[config.mk]
export PLATFORM = sky130hd
export DESIGN_NAME = host_access_port
export DESIGN_NICKNAME = d
export VERILOG_FILES = /design/src/hdl/host_port_pkg.sv /design/src/hdl/dma_req_if.sv /design/src/hdl/dma_write_buffer.sv /design/src/hdl/host_access_port.sv
export SDC_FILE = /design/constraint.sdc
export NUM_CORES = 1
export LEC_CHECK = 0
export ABC_CLOCK_PERIOD_IN_PS = 10200
export BUFFER_PORTS_ARGS = -buffer_cell sky130_fd_sc_hd__clkbuf_2
export CELL_PAD_IN_SITES_DETAIL_PLACEMENT = 1
export CELL_PAD_IN_SITES_GLOBAL_PLACEMENT = 1
export CORE_MARGIN = 2
export CORE_UTILIZATION = 50
export CTS_CLUSTER_DIAMETER = 200
export DETAILED_ROUTE_END_ITERATION = 10
export GPL_TIMING_DRIVEN = 0
export PLACE_DENSITY = 0.95
export SLEW_MARGIN = 20
export SYNTH_ARGS = -nofsm -noshare
export SYNTH_HDL_FRONTEND = slang
export SYNTH_SLANG_ARGS = --single-unit
[constraint.sdc]
create_clock -name mclk -period 10.2 [get_ports mclk]
set_input_delay 1.53 -clock mclk [delete_from_list [all_inputs] [get_ports mclk]]
set_output_delay 1.53 -clock mclk [all_outputs]
set_load 0.03 [all_outputs]
[src/hdl/host_port_pkg.sv]
package host_port_pkg;
   // ****************************************
   // cpu-side register byte addresses
   // ****************************************
   localparam logic [31:0] ADDR_PORT_CONTROL = 32'h0188_0000;
   localparam logic [31:0] ADDR_PORT_WRITE_ADDRESS = 32'h0188_0004;
   localparam logic [31:0] ADDR_PORT_READ_ADDRESS = 32'h0188_0008;
   localparam logic [31:0] ADDR_TRANSFER_REQUEST_CONTROL = 32'h018a_0000;
   // ****************************************
   // reset values and fields
   // ****************************************
   localparam logic [31:0] RESET_PORT_CONTROL = 32'h0000_0000;
   localparam logic [31:0] RESET_ADDRESS = 32'h0000_0000;
   localparam logic [31:0] RESET_TRCTL = 32'h0000_0000;
   localparam int CTRL_HALFWORD_ORDER_BIT = 0;
   localparam logic [31:0] WORD_STEP = 32'h0000_0004;
   // ****************************************
   // target select codes
   // ****************************************
   localparam logic [1:0] SEL_CONTROL = 2'h0;
   localparam logic [1:0] SEL_DATA_INC = 2'h1;
   localparam logic [1:0] SEL_ADDRESS = 2'h2;
   localparam logic [1:0] SEL_DATA_FIXED = 2'h3;
   // ****************************************
   // timing
   // ****************************************
   localparam int CLOCK_PERIOD_PS = 10000;
   localparam int WAIT_RISE_MAX_PS = 8000;
   localparam int WAIT_RISE_CYCLES = (WAIT_RISE_MAX_PS / CLOCK_PERIOD_PS) < 1 ? 1
                                      : (WAIT_RISE_MAX_PS / CLOCK_PERIOD_PS);
   localparam int WRITE_BUFFER_DEPTH = 4;
   typedef enum logic [1:0] {
      ST_IDLE = 2'b00,
      ST_FETCH = 2'b01,
      ST_HOLD = 2'b10
   } access_state_t;
endpackage : host_port_pkg

[src/hdl/dma_req_if.sv]
`timescale 1ns/1ps
// ****************************************
// request path toward the dma address generator
// ****************************************
interface dma_req_if;
   logic rd_req;
   logic rd_done;
   logic [31:0] rd_addr;
   logic [31:0] rd_data;
   logic wr_push;
   logic [31:0] wr_addr;
   logic [31:0] wr_data;
   logic wr_full;
   modport port (output rd_req, output rd_addr, input rd_done, input rd_data,
                 output wr_push, output wr_addr, output wr_data, input wr_full);
   modport engine (input rd_req, input rd_addr, output rd_done, output rd_data,
                   input wr_push, input wr_addr, input wr_data, output wr_full);
endinterface : dma_req_if

[src/hdl/dma_write_buffer.sv]
`timescale 1ns/1ps
// ****************************************
// write buffer between host port and dma
// ****************************************
module dma_write_buffer
   import host_port_pkg::*;
#(
   parameter int DEPTH = WRITE_BUFFER_DEPTH
) (
   // clock and reset
   input wire logic mclk,
   input wire logic rst_n,
   // host port side
   dma_req_if.engine req,
   // dma side
   output logic out_valid,
   output logic [63:0] out_addr_data,
   input wire logic out_ready
);
   localparam int AW = $clog2(DEPTH);
   logic [63:0] mem [DEPTH];
   logic [AW:0] wp, rp, next_wp, next_rp;

   // pointer arithmetic
   always_comb begin
      next_wp = wp;
      next_rp = rp;
      if (req.wr_push && !req.wr_full) begin
         next_wp = wp + 1'b1;
      end
      if (out_valid && out_ready) begin
         next_rp = rp + 1'b1;
      end
   end

   always_ff @(posedge mclk or negedge rst_n) begin
      if (!rst_n) begin
         wp <= '0;
         rp <= '0;
      end else begin
         wp <= next_wp;
         rp <= next_rp;
      end
   end

   always_ff @(posedge mclk) begin
      if (req.wr_push && !req.wr_full) begin
         mem[wp[AW-1:0]] <= {req.wr_addr, req.wr_data};
      end
   end

   // honest full and empty
   assign req.wr_full = (wp[AW] != rp[AW]) && (wp[AW-1:0] == rp[AW-1:0]);
   assign out_valid = (wp != rp);
   assign out_addr_data = mem[rp[AW-1:0]];
endmodule : dma_write_buffer

[src/hdl/host_access_port.sv]
`timescale 1ns/1ps
// How it works
// - host is master, reading and writing cpu memory and peripherals through this port.
// - every data access other than a narrow second-half read or first-half write (sent with its second half) is carried to memory by the dma request path.
// - control and address registers are reachable by host pins and cpu bus.
// - data register exists only on host pins, never at a cpu address.
// - host address write loads both write-address and read-address registers.
// - cpu reaches write-address and read-address registers separately at own offsets.
// - combined strobe is not(strobe_a xor strobe_b) or chip select.
// - data read start, except a narrow second-half read, issues dma fetch; wait stays high until data loads.
// - data write raises wait while write buffer full, drops when space frees.
// - narrow mode second half-word comes from held word, no new fetch.
// - data bus driven during read strobe, released when strobe rises.
// - wait rises within one cycle of strobe falling for data reads that need a fetch.
module host_access_port
   import host_port_pkg::*;
(
   // clock and reset
   input wire logic mclk,
   input wire logic arst_n,
   // host pins
   input wire logic port_chip_select_n,
   input wire logic data_strobe_a,
   input wire logic data_strobe_b,
   input wire logic address_latch_n,
   input wire logic [1:0] target_select,
   input wire logic read_write_select,
   input wire logic halfword_identifier,
   input wire logic narrow_halfword_mode,
   input wire logic [31:0] host_data_in,
   output logic [31:0] host_data_out,
   output logic host_data_oe_n,
   output logic wait_ready,
   // cpu configuration bus
   input wire logic cpu_sel,
   input wire logic cpu_write,
   input wire logic [31:0] cpu_addr,
   input wire logic [31:0] cpu_wdata,
   output logic [31:0] cpu_rdata,
   // dma read fetch
   output logic dma_rd_req,
   output logic [31:0] dma_rd_addr,
   input wire logic dma_rd_done,
   input wire logic [31:0] dma_rd_data,
   // dma write drain
   output logic dma_wr_valid,
   output logic [63:0] dma_wr_addr_data,
   input wire logic dma_wr_ready
);
   // ****************************************
   // reset release
   // ****************************************
   logic rst_meta, rst_n;
   always_ff @(posedge mclk or negedge arst_n) begin
      if (!arst_n) begin
         rst_meta <= 1'b0;
         rst_n <= 1'b0;
      end else begin
         rst_meta <= 1'b1;
         rst_n <= rst_meta;
      end
   end

   dma_req_if req ();

   // ****************************************
   // strobe framing
   // ****************************************
   logic strobe_n, strobe_q, strobe_fall, strobe_rise;
   logic [1:0] sel_q;
   logic rw_q, hw_q;
   assign strobe_n = ~(data_strobe_a ^ data_strobe_b) | port_chip_select_n;
   assign strobe_fall = strobe_q & ~strobe_n;
   assign strobe_rise = ~strobe_q & strobe_n;

   // address latch captures qualifiers when used, and strobe fall captures them again in every case
   logic [1:0] next_sel_q;
   logic next_rw_q, next_hw_q;
   always_comb begin
      next_sel_q = sel_q;
      next_rw_q = rw_q;
      next_hw_q = hw_q;
      if (!address_latch_n || strobe_fall) begin
         next_sel_q = target_select;
         next_rw_q = read_write_select;
         next_hw_q = halfword_identifier;
      end
   end

   // ****************************************
   // registers
   // ****************************************
   logic [31:0] port_control, port_write_address, port_read_address;
   logic [31:0] transfer_request_control, port_data;
   logic [31:0] next_ctrl, next_wa, next_ra, next_trctl, next_data;
   logic [31:0] wr_half_lo, next_wr_half_lo;
   access_state_t state, next_state;
   logic is_data, is_read, second_half, hw_first_low;
   logic [1:0] sel_eff;
   logic rw_eff, hw_eff;

   // qualifiers are valid at the fall even without the latch strobe
   assign sel_eff = !address_latch_n ? target_select : (strobe_fall ? target_select : sel_q);
   assign rw_eff = strobe_fall ? read_write_select : rw_q;
   assign hw_eff = strobe_fall ? halfword_identifier : hw_q;
   assign is_data = (sel_eff == SEL_DATA_INC) || (sel_eff == SEL_DATA_FIXED);
   assign is_read = rw_eff;
   assign hw_first_low = port_control[CTRL_HALFWORD_ORDER_BIT];
   // second half-word flagged by the identifier in narrow mode
   assign second_half = narrow_halfword_mode & hw_eff;
   // half lane: first half sits low when the order bit is set, second half opposite
   logic hw_upper;
   assign hw_upper = ~(hw_q ^ hw_first_low);

   function automatic logic [31:0] merge_half(input logic [31:0] old, input logic [15:0] h,
                                              input logic upper);
      merge_half = upper ? {h, old[15:0]} : {old[31:16], h};
   endfunction : merge_half

   // host access sequencing and cpu bus
   always_comb begin
      next_state = state;
      next_ctrl = port_control;
      next_wa = port_write_address;
      next_ra = port_read_address;
      next_trctl = transfer_request_control;
      next_data = port_data;
      next_wr_half_lo = wr_half_lo;
      req.rd_req = 1'b0;
      req.wr_push = 1'b0;
      req.wr_data = port_data;
      unique case (state)
         ST_IDLE: begin
            if (strobe_fall && is_data && is_read && !second_half) begin
               next_state = ST_FETCH;
            end else if (strobe_fall) begin
               next_state = ST_HOLD;
            end
         end
         ST_FETCH: begin
            req.rd_req = 1'b1;
            if (req.rd_done) begin
               next_data = req.rd_data;
               next_state = ST_HOLD;
               if (sel_q == SEL_DATA_INC) begin
                  next_ra = port_read_address + WORD_STEP;
               end
            end
         end
         ST_HOLD: begin
            // writes complete at strobe rise, after wait has dropped
            if (strobe_rise) begin
               next_state = ST_IDLE;
               if (!rw_q) begin
                  unique case (sel_q)
                     SEL_CONTROL: begin
                        next_ctrl = narrow_halfword_mode
                           ? merge_half(port_control, host_data_in[15:0], hw_upper)
                           : host_data_in;
                     end
                     SEL_ADDRESS: begin
                        next_wa = narrow_halfword_mode
                           ? merge_half(port_write_address, host_data_in[15:0], hw_upper)
                           : host_data_in;
                        next_ra = next_wa;
                     end
                     SEL_DATA_INC, SEL_DATA_FIXED: begin
                        if (narrow_halfword_mode && !hw_q) begin
                           next_wr_half_lo = host_data_in;
                        end else if (!req.wr_full) begin
                           req.wr_push = 1'b1;
                           req.wr_data = narrow_halfword_mode
                              ? (hw_first_low ? {host_data_in[15:0], wr_half_lo[15:0]}
                                              : {wr_half_lo[15:0], host_data_in[15:0]})
                              : host_data_in;
                           if (sel_q == SEL_DATA_INC) begin
                              next_wa = port_write_address + WORD_STEP;
                           end
                        end
                     end
                  endcase
               end
            end
         end
         default: next_state = ST_IDLE;
      endcase
      // cpu side: data register has no cpu address
      if (cpu_sel && cpu_write) begin
         unique case (cpu_addr)
            ADDR_PORT_CONTROL: next_ctrl = cpu_wdata;
            ADDR_PORT_WRITE_ADDRESS: next_wa = cpu_wdata;
            ADDR_PORT_READ_ADDRESS: next_ra = cpu_wdata;
            ADDR_TRANSFER_REQUEST_CONTROL: next_trctl = cpu_wdata;
            default: ;
         endcase
      end
   end

   always_ff @(posedge mclk or negedge rst_n) begin
      if (!rst_n) begin
         state <= ST_IDLE;
         strobe_q <= 1'b1;
         sel_q <= SEL_CONTROL;
         rw_q <= 1'b1;
         hw_q <= 1'b0;
         port_control <= RESET_PORT_CONTROL;
         port_write_address <= RESET_ADDRESS;
         port_read_address <= RESET_ADDRESS;
         transfer_request_control <= RESET_TRCTL;
         port_data <= '0;
         wr_half_lo <= '0;
      end else begin
         state <= next_state;
         strobe_q <= strobe_n;
         sel_q <= next_sel_q;
         rw_q <= next_rw_q;
         hw_q <= next_hw_q;
         port_control <= next_ctrl;
         port_write_address <= next_wa;
         port_read_address <= next_ra;
         transfer_request_control <= next_trctl;
         port_data <= next_data;
         wr_half_lo <= next_wr_half_lo;
      end
   end

   assign req.rd_addr = port_read_address;
   assign req.wr_addr = port_write_address;
   assign dma_rd_req = req.rd_req;
   assign dma_rd_addr = req.rd_addr;

   // ****************************************
   // host answer path
   // ****************************************
   // wait high while a fetch is pending or a write finds the buffer full
   assign wait_ready = (state == ST_FETCH)
                       | (strobe_fall && is_data && is_read && !second_half)
                       | ((state == ST_HOLD) && !rw_q && (sel_q != SEL_CONTROL)
                          && (sel_q != SEL_ADDRESS) && req.wr_full);

   // read data mux; fetched word shown as wait drops, second half from held word
   logic [31:0] rd_word;
   always_comb begin
      unique case (sel_q)
         SEL_CONTROL: rd_word = port_control;
         SEL_ADDRESS: rd_word = port_read_address;
         default: rd_word = next_data;
      endcase
   end

   logic [31:0] next_hdo;
   always_comb begin
      next_hdo = rd_word;
      if (narrow_halfword_mode) begin
         next_hdo = {16'h0000, (hw_upper ? rd_word[31:16] : rd_word[15:0])};
      end
   end

   always_ff @(posedge mclk or negedge rst_n) begin
      if (!rst_n) begin
         host_data_out <= '0;
         host_data_oe_n <= 1'b1;
      end else begin
         host_data_out <= next_hdo;
         host_data_oe_n <= ~(~strobe_n & rw_q & (state != ST_IDLE));
      end
   end

   // cpu read mux
   always_comb begin
      unique case (cpu_addr)
         ADDR_PORT_CONTROL: cpu_rdata = port_control;
         ADDR_PORT_WRITE_ADDRESS: cpu_rdata = port_write_address;
         ADDR_PORT_READ_ADDRESS: cpu_rdata = port_read_address;
         ADDR_TRANSFER_REQUEST_CONTROL: cpu_rdata = transfer_request_control;
         default: cpu_rdata = '0;
      endcase
   end

   // write buffer toward dma
   dma_write_buffer #(.DEPTH(WRITE_BUFFER_DEPTH)) u_wbuf (
      .mclk(mclk),
      .rst_n(rst_n),
      .req(req.engine),
      .out_valid(dma_wr_valid),
      .out_addr_data(dma_wr_addr_data),
      .out_ready(dma_wr_ready)
   );

   assign req.rd_done = dma_rd_done;
   assign req.rd_data = dma_rd_data;
endmodule : host_access_port

### Word-level counts from Yosys, hierarchy flattened

Memories as Yosys holds them, arrays and structs flattened.
Cells that the tools add are included.

| storage, ports and cells | value |
|---|---|
| register bits | 224 |
| bits in writable memories | 256 |
| input port bits | 143 |
| output and inout port bits | 164 |
| word-level logic and storage cells | 141 |
| memories kept | 1 |

Memories:

| name | words | width | read ports | clocked after Yosys merged registers in | write ports | line | text |
|---|---|---|---|---|---|---|---|
| u_wbuf.mem | 4 | 64 | 1 | 0 | 1 | dma_write_buffer.sv:21 | `logic [63:0] mem [DEPTH];` |

| cells by class | value |
|---|---|
| add/subtract/negate cells | 4 |
| eq/ne operators | 18 |
| muxes and demuxes | 59 |
| bitwise gates (word level) | 15 |
| reductions and logical operators | 27 |

Operators with widths:

| cell | count |
|---|---|
| 32-bit 2-to-1 mux | 36 |
| 32-bit one-hot mux with 2 select lines | 3 |
| 32-bit by 25-bit == test with 1-bit output (second input constant) | 4 |
| 32-bit one-hot mux with 4 select lines | 1 |
| 32-bit by 3-bit adder with 32-bit output (second input constant) | 2 |
| 16-bit 2-to-1 mux | 1 |
| 1-bit logical AND | 12 |
| 2-bit 2-to-1 mux | 6 |
| 1-bit 2-to-1 mux | 11 |
| 2-bit == test (second input constant) | 4 |
| 3-bit by 1-bit adder with 3-bit output (second input constant) | 2 |
| 2-bit by 1-bit == test with 1-bit output (second input constant) | 3 |
| 2-bit inequality test (second input constant) | 3 |
| 2-bit one-hot mux with 3 select lines | 1 |
| 1-bit AND | 5 |
| 1-bit logical NOT | 5 |
| 1-bit inverter | 5 |
| 5-bit AND reduction | 1 |
| 2-bit logical NOT | 2 |
| 2-bit nonzero test | 2 |
| 3-bit inequality test | 1 |
| 3-bit inequality test (second input constant) | 1 |
| 1-bit bitwise OR | 3 |
| 3-bit AND reduction | 1 |
| 6 further kinds | 8 |

### Depth between registers and ports, before layout

| depth | value |
|---|---|
| word-level depth | 14 |
| depth in mapped cells | 10 |

### Worst setup path after synthesis

No wires, ideal clock.

| path | value |
|---|---|
| path type | in2out |
| from | input port cpu_addr[3] |
| to | output port cpu_rdata[0] |
| arrival time | 3255 ps |
| data required time | 8670 ps |
| slack | 5415 ps |
| cell stages on the path | 6 |
| cells stage by stage | clkbuf_1 -> or3b_2 -> nor3_1 -> clkbuf_1 -> a22oi_1 -> o21ai_0 |

| between the ends | value |
|---|---|
| cells in the longest elaborated chain, start to end | 2 |

RTL lines:

| item | line | text |
|---|---|---|
| start, declared | host_access_port.sv:37 | `input wire logic [31:0] cpu_addr,` |
| 32-bit by 25-bit == test with 1-bit output | host_access_port.sv:271 | `unique case (cpu_addr)` |
| 32-bit one-hot mux with 4 select lines * | host_access_port.sv:271 |  |
| end, declared | host_access_port.sv:39 | `output logic [31:0] cpu_rdata,` |

Mark *: on every way between the ends. The rest lies on a longest branch, timed or not.

### Worst setup path in the final report

| path | value |
|---|---|
| from | input port cpu_addr[27] |
| to | output port cpu_rdata[19] |

Same word-level chain as after synthesis.

==> summary.txt <==
Global routing
  • Number of global-route vias before repair: around 22000
  • Total gr overflow: 0
  • Number of antenna violations at the first check in global routing: 6
  • Global-route track usage on met1: between 50% and 60%
  • Largest net degree at the start of global routing: 55
  • Most heavily used metal layer in global routing: met2
  • Global-route wire length before repair: 159000 um
  • Met2 capacity usage during global routing: 69.1%
  • GRT Util Overall: between 40% and 50%
  • Global-route met3 utilization: 12.7%

Route
  • Overall routed net length: 112000 um
  • First-pass detailed-route iteration total: 6
  • Number of vias in the routed layout: 21093
  • DRT antenna net count: 0
  • Vias per inst: 7.07
  • Number of DRC markers in iteration 0: 3162
  • Count of unresolved DRC violations after routing: 0
  • Wire length per cell: 37.5 um

Floorplanning
  • Floorplan row count: between 70 and 80
  • Starting Density: 50.6%
  • Floorplan die width: 221 um
  • Vertical die dimension: ~220 um
  • Number of placed I/O pins: 307
  • Area of the core: roughly 47000 um2
  • Overall die area: just under 50000 um2

Power
  • Pwr/cell area: 254 nW/um2
  • Worst IR drop on VDD: 0.198 mV
  • Leakage Power: 0.0115 uW

Run
  • Max-capacitance violation count: 0

Setup path
  • CP startpoint: cpu_addr[27]
  • Arrival @ worst endpoint: 4500 ps
  • Launch point of the worst reg-to-reg path: state[0]
  • Critical path's largest stage delay: about 530 ps
  • Critical path start-end classification: input pin to output port
  • Highest fanout seen on the critical path: 10
  • Sort of element at the end of the critical path: output port
  • Startpoint type of the worst setup path: input pin
  • Ordered cell list for the critical path: clkbuf_2, nor4_1, nand4_1, nor2_1, and3_1, clkbuf_1, clkbuf_1, a22oi_1, o21ai_0, clkbuf_2
  • Required time reported for the critical path endpoint: 8670 ps
  • Cell class contributing the biggest share of worst-path delay: simple AND/OR/NAND/NOR gates
  • Cell type of the slowest stage on the worst timing path: sky130_fd_sc_hd__clkbuf_1
  • Count of buffer and inverter cells on the critical path: 4

Timing
  • Final Hold Slack: 309 ps
  • RSZ-0062 raised after global routing: no
  • Tightest slew margin relative to the limit: 19.9%
  • Final-layout setup total negative slack: 0 ps
  • Pin slew with the least headroom to its limit: around 1200 ps
  • Time the final worst path needs with I/O delays and setup: ~6000 ps
  • Total count of max-transition violations in the final report: 0
  • Setup-failing EPs final: 0
  • Final hold violation count: 0
  • Largest clock skew in the final design: 34.3 ps
  • Maximum achievable frequency: around 0.17 GHz
  • Ratio of final minimum period to clock period: 59.2%

Clock tree
  • Root Buffer: sky130_fd_sc_hd__clkbuf_16
  • CTS tree: yes
  • Clock sink total: between 400 and 500
  • Clock latency reported for the late side of the worst-skew pair: between 600 and 700 ps
  • Number of cells upsized or downsized after cts: 0
  • Number of buffers inserted during clock tree synthesis: 50
  • Clock slew at the register clock pins of the worst setup and hold paths: about 60 ps
  • CTS max path bufs: 3
  • Number of levels the H-tree was split into: 2
  • Setup Fix Bufs, Post-CTS: 0
  • Hold-fix buffers, CTS: 0

Logic synthesis
  • Adder-cell area share of the yosys netlist: 0.531%
  • Mux cell area share after synthesis: 15.5%
  • Post-synth EDFFs: 256
  • Fraction of registers with async set or reset after synthesis: about 47%
  • Syn Nets: 2128
  • Xor/xnor cell area share of the yosys netlist: less than 1%
  • Synthesized instance count: slightly below 2000
  • Simple-gate share of the synthesized area: approximately a tenth
  • Synth Area in Compound Gates: approximately an eighth
  • Ys flop type: sky130_fd_sc_hd__edfxtp_1
  • Post-synthesis instance area: about 24000 um2
  • Synthesized flop and latch total: 480
  • Sequential area share after synthesis: 56.4%
  • Avg Synthesized Cell Area: 11.9 um2
  • Combinational family with the most area after synthesis: multiplexers
  • Warnings from Yosys: 0
  • Number of distinct standard cells referenced by the synthesized netlist: 78

Status
  • Status: finished clean

Final layout
  • Synthesis-to-finish area growth: 17.8%
  • Highest-count cells in the layout ignoring fill and taps: 300 x sky130_fd_sc_hd__clkbuf_2, 256 x sky130_fd_sc_hd__edfxtp_1, 220 x sky130_fd_sc_hd__dfrtp_1
  • Most common cell after layout, fill and taps aside: sky130_fd_sc_hd__clkbuf_2
  • Layout cell share with drive strength beyond 1: 24.5%
  • Filler Cell Count: 4829
  • Final nets: 2483

Placed design
  • Detail Placement HPWL: 81500 um
  • Count of buffers from port buffering: 295
  • Routability congestion estimate: 1.05

Min path
  • Class of the tightest hold or removal check: register to async pin
## synth_stat cells, drive strengths merged (19+ instances only)
cell type	instances	area [um2]
a211oi	55	413
a21oi	120	601
a221oi	19	166
a22oi	39	293
buf	34	151
clkbuf	117	444
dfrtp	221	5530
edfxtp	256	7690
inv	37	139
mux2	73	822
mux2i	104	1040
mux4	80	1800
nand2	161	604
nand3	33	165
nor2	182	686
nor2b	20	125
nor3	28	140
nor4	23	150
o21ai	127	636
## per-stage QoR
step | area [um2] | total power, uW | setup WS [ps] | instances | utilization [%]
2_1_floorplan | 23600 | 4030 | 3500 | 1975 | -
3_3_place_gp | 25800 | 4840 | 439 | 2877 | 55.4
4_1_cts | 27800 | 6950 | 4420 | 2979 | 59.6
6_report | 27800 | 7050 | 4170 | 2983 | 59.7
3_5_place_dp | 26000 | 4980 | 4520 | 2885 | 55.9
5_1_grt | 27800 | 7190 | 4130 | 2980 | 59.6
## area by class of cell
| type | count | area [um2] | share of cell area [%] |
|---|---|---|---|
| clock inverter | 34 | 367 | 1.32 |
| sequential | 480 | 13300 | 47.9 |
| multi-input combinational | 1304 | 9570 | 34.4 |
| buffer | 151 | 597 | 2.15 |
| inverter | 40 | 150 | 0.541 |
| clock buffer | 60 | 1360 | 4.90 |
| tap | 607 | 759 | 2.73 |
| timing repair buffer | 303 | 1670 | 6.00 |
| antenna | 4 | 10.0 | 0.0360 |
## flip-flops by register name, summed over array words and instances, names as in the netlist
name and count:
state 2, host_data_oe_n 1, u_wbuf.wp 3, port_write_address 32, hw_q 1, sel_q 2
port_control 32, port_data 32, transfer_request_control 32, rst_n 1, rst_meta 1, rw_q 1
host_data_out 32, dma_rd_addr 32, u_wbuf.rp 3, wr_half_lo 16, strobe_q 1, u_wbuf.mem 256
## layer usage
layer  routed length (um)  vias to the layer above
met1                41000                    10678
met2                50000                     1729
met5                   30                        -
li1                     -                     8211
met3                13100                      469
met4                 7790                        6
## logic make-up (layout without fill, tap and decap cells)
group                    after synthesis  after routing
other                                  1              5
flip-flops                           480            480
AO/OA/AOI/OAI                        489            489
buffers and inverters                191            588
XOR/XNOR                              20             20
multiplexers                         257            257
adder cells (fa/ha/maj)               10             10
AND/OR/NAND/NOR                      527            527
## worst paths after layout
path,endpoint,slack (ps),cells past startpoint
worst min register to register,port_data[24],310,0
worst max-delay path,cpu_rdata[19],4170,10
max in group asynchronous,u_wbuf.rp[1],8890,2
worst min-delay path,port_data[24],310,0
worst max register to register,u_wbuf.mem[0][1],5990,8
min in group mclk,rst_n,350,0
## power breakdown
group | switching (uW) | internal [uW] | leakage (uW) | total, uW
clock network | 857 | 1090 | 0.000832 | 1950
registers | 422 | 2380 | 0.00525 | 2800
logic | 1560 | 746 | 0.00542 | 2300
Note: power is estimated with default switching activity, not from simulation.
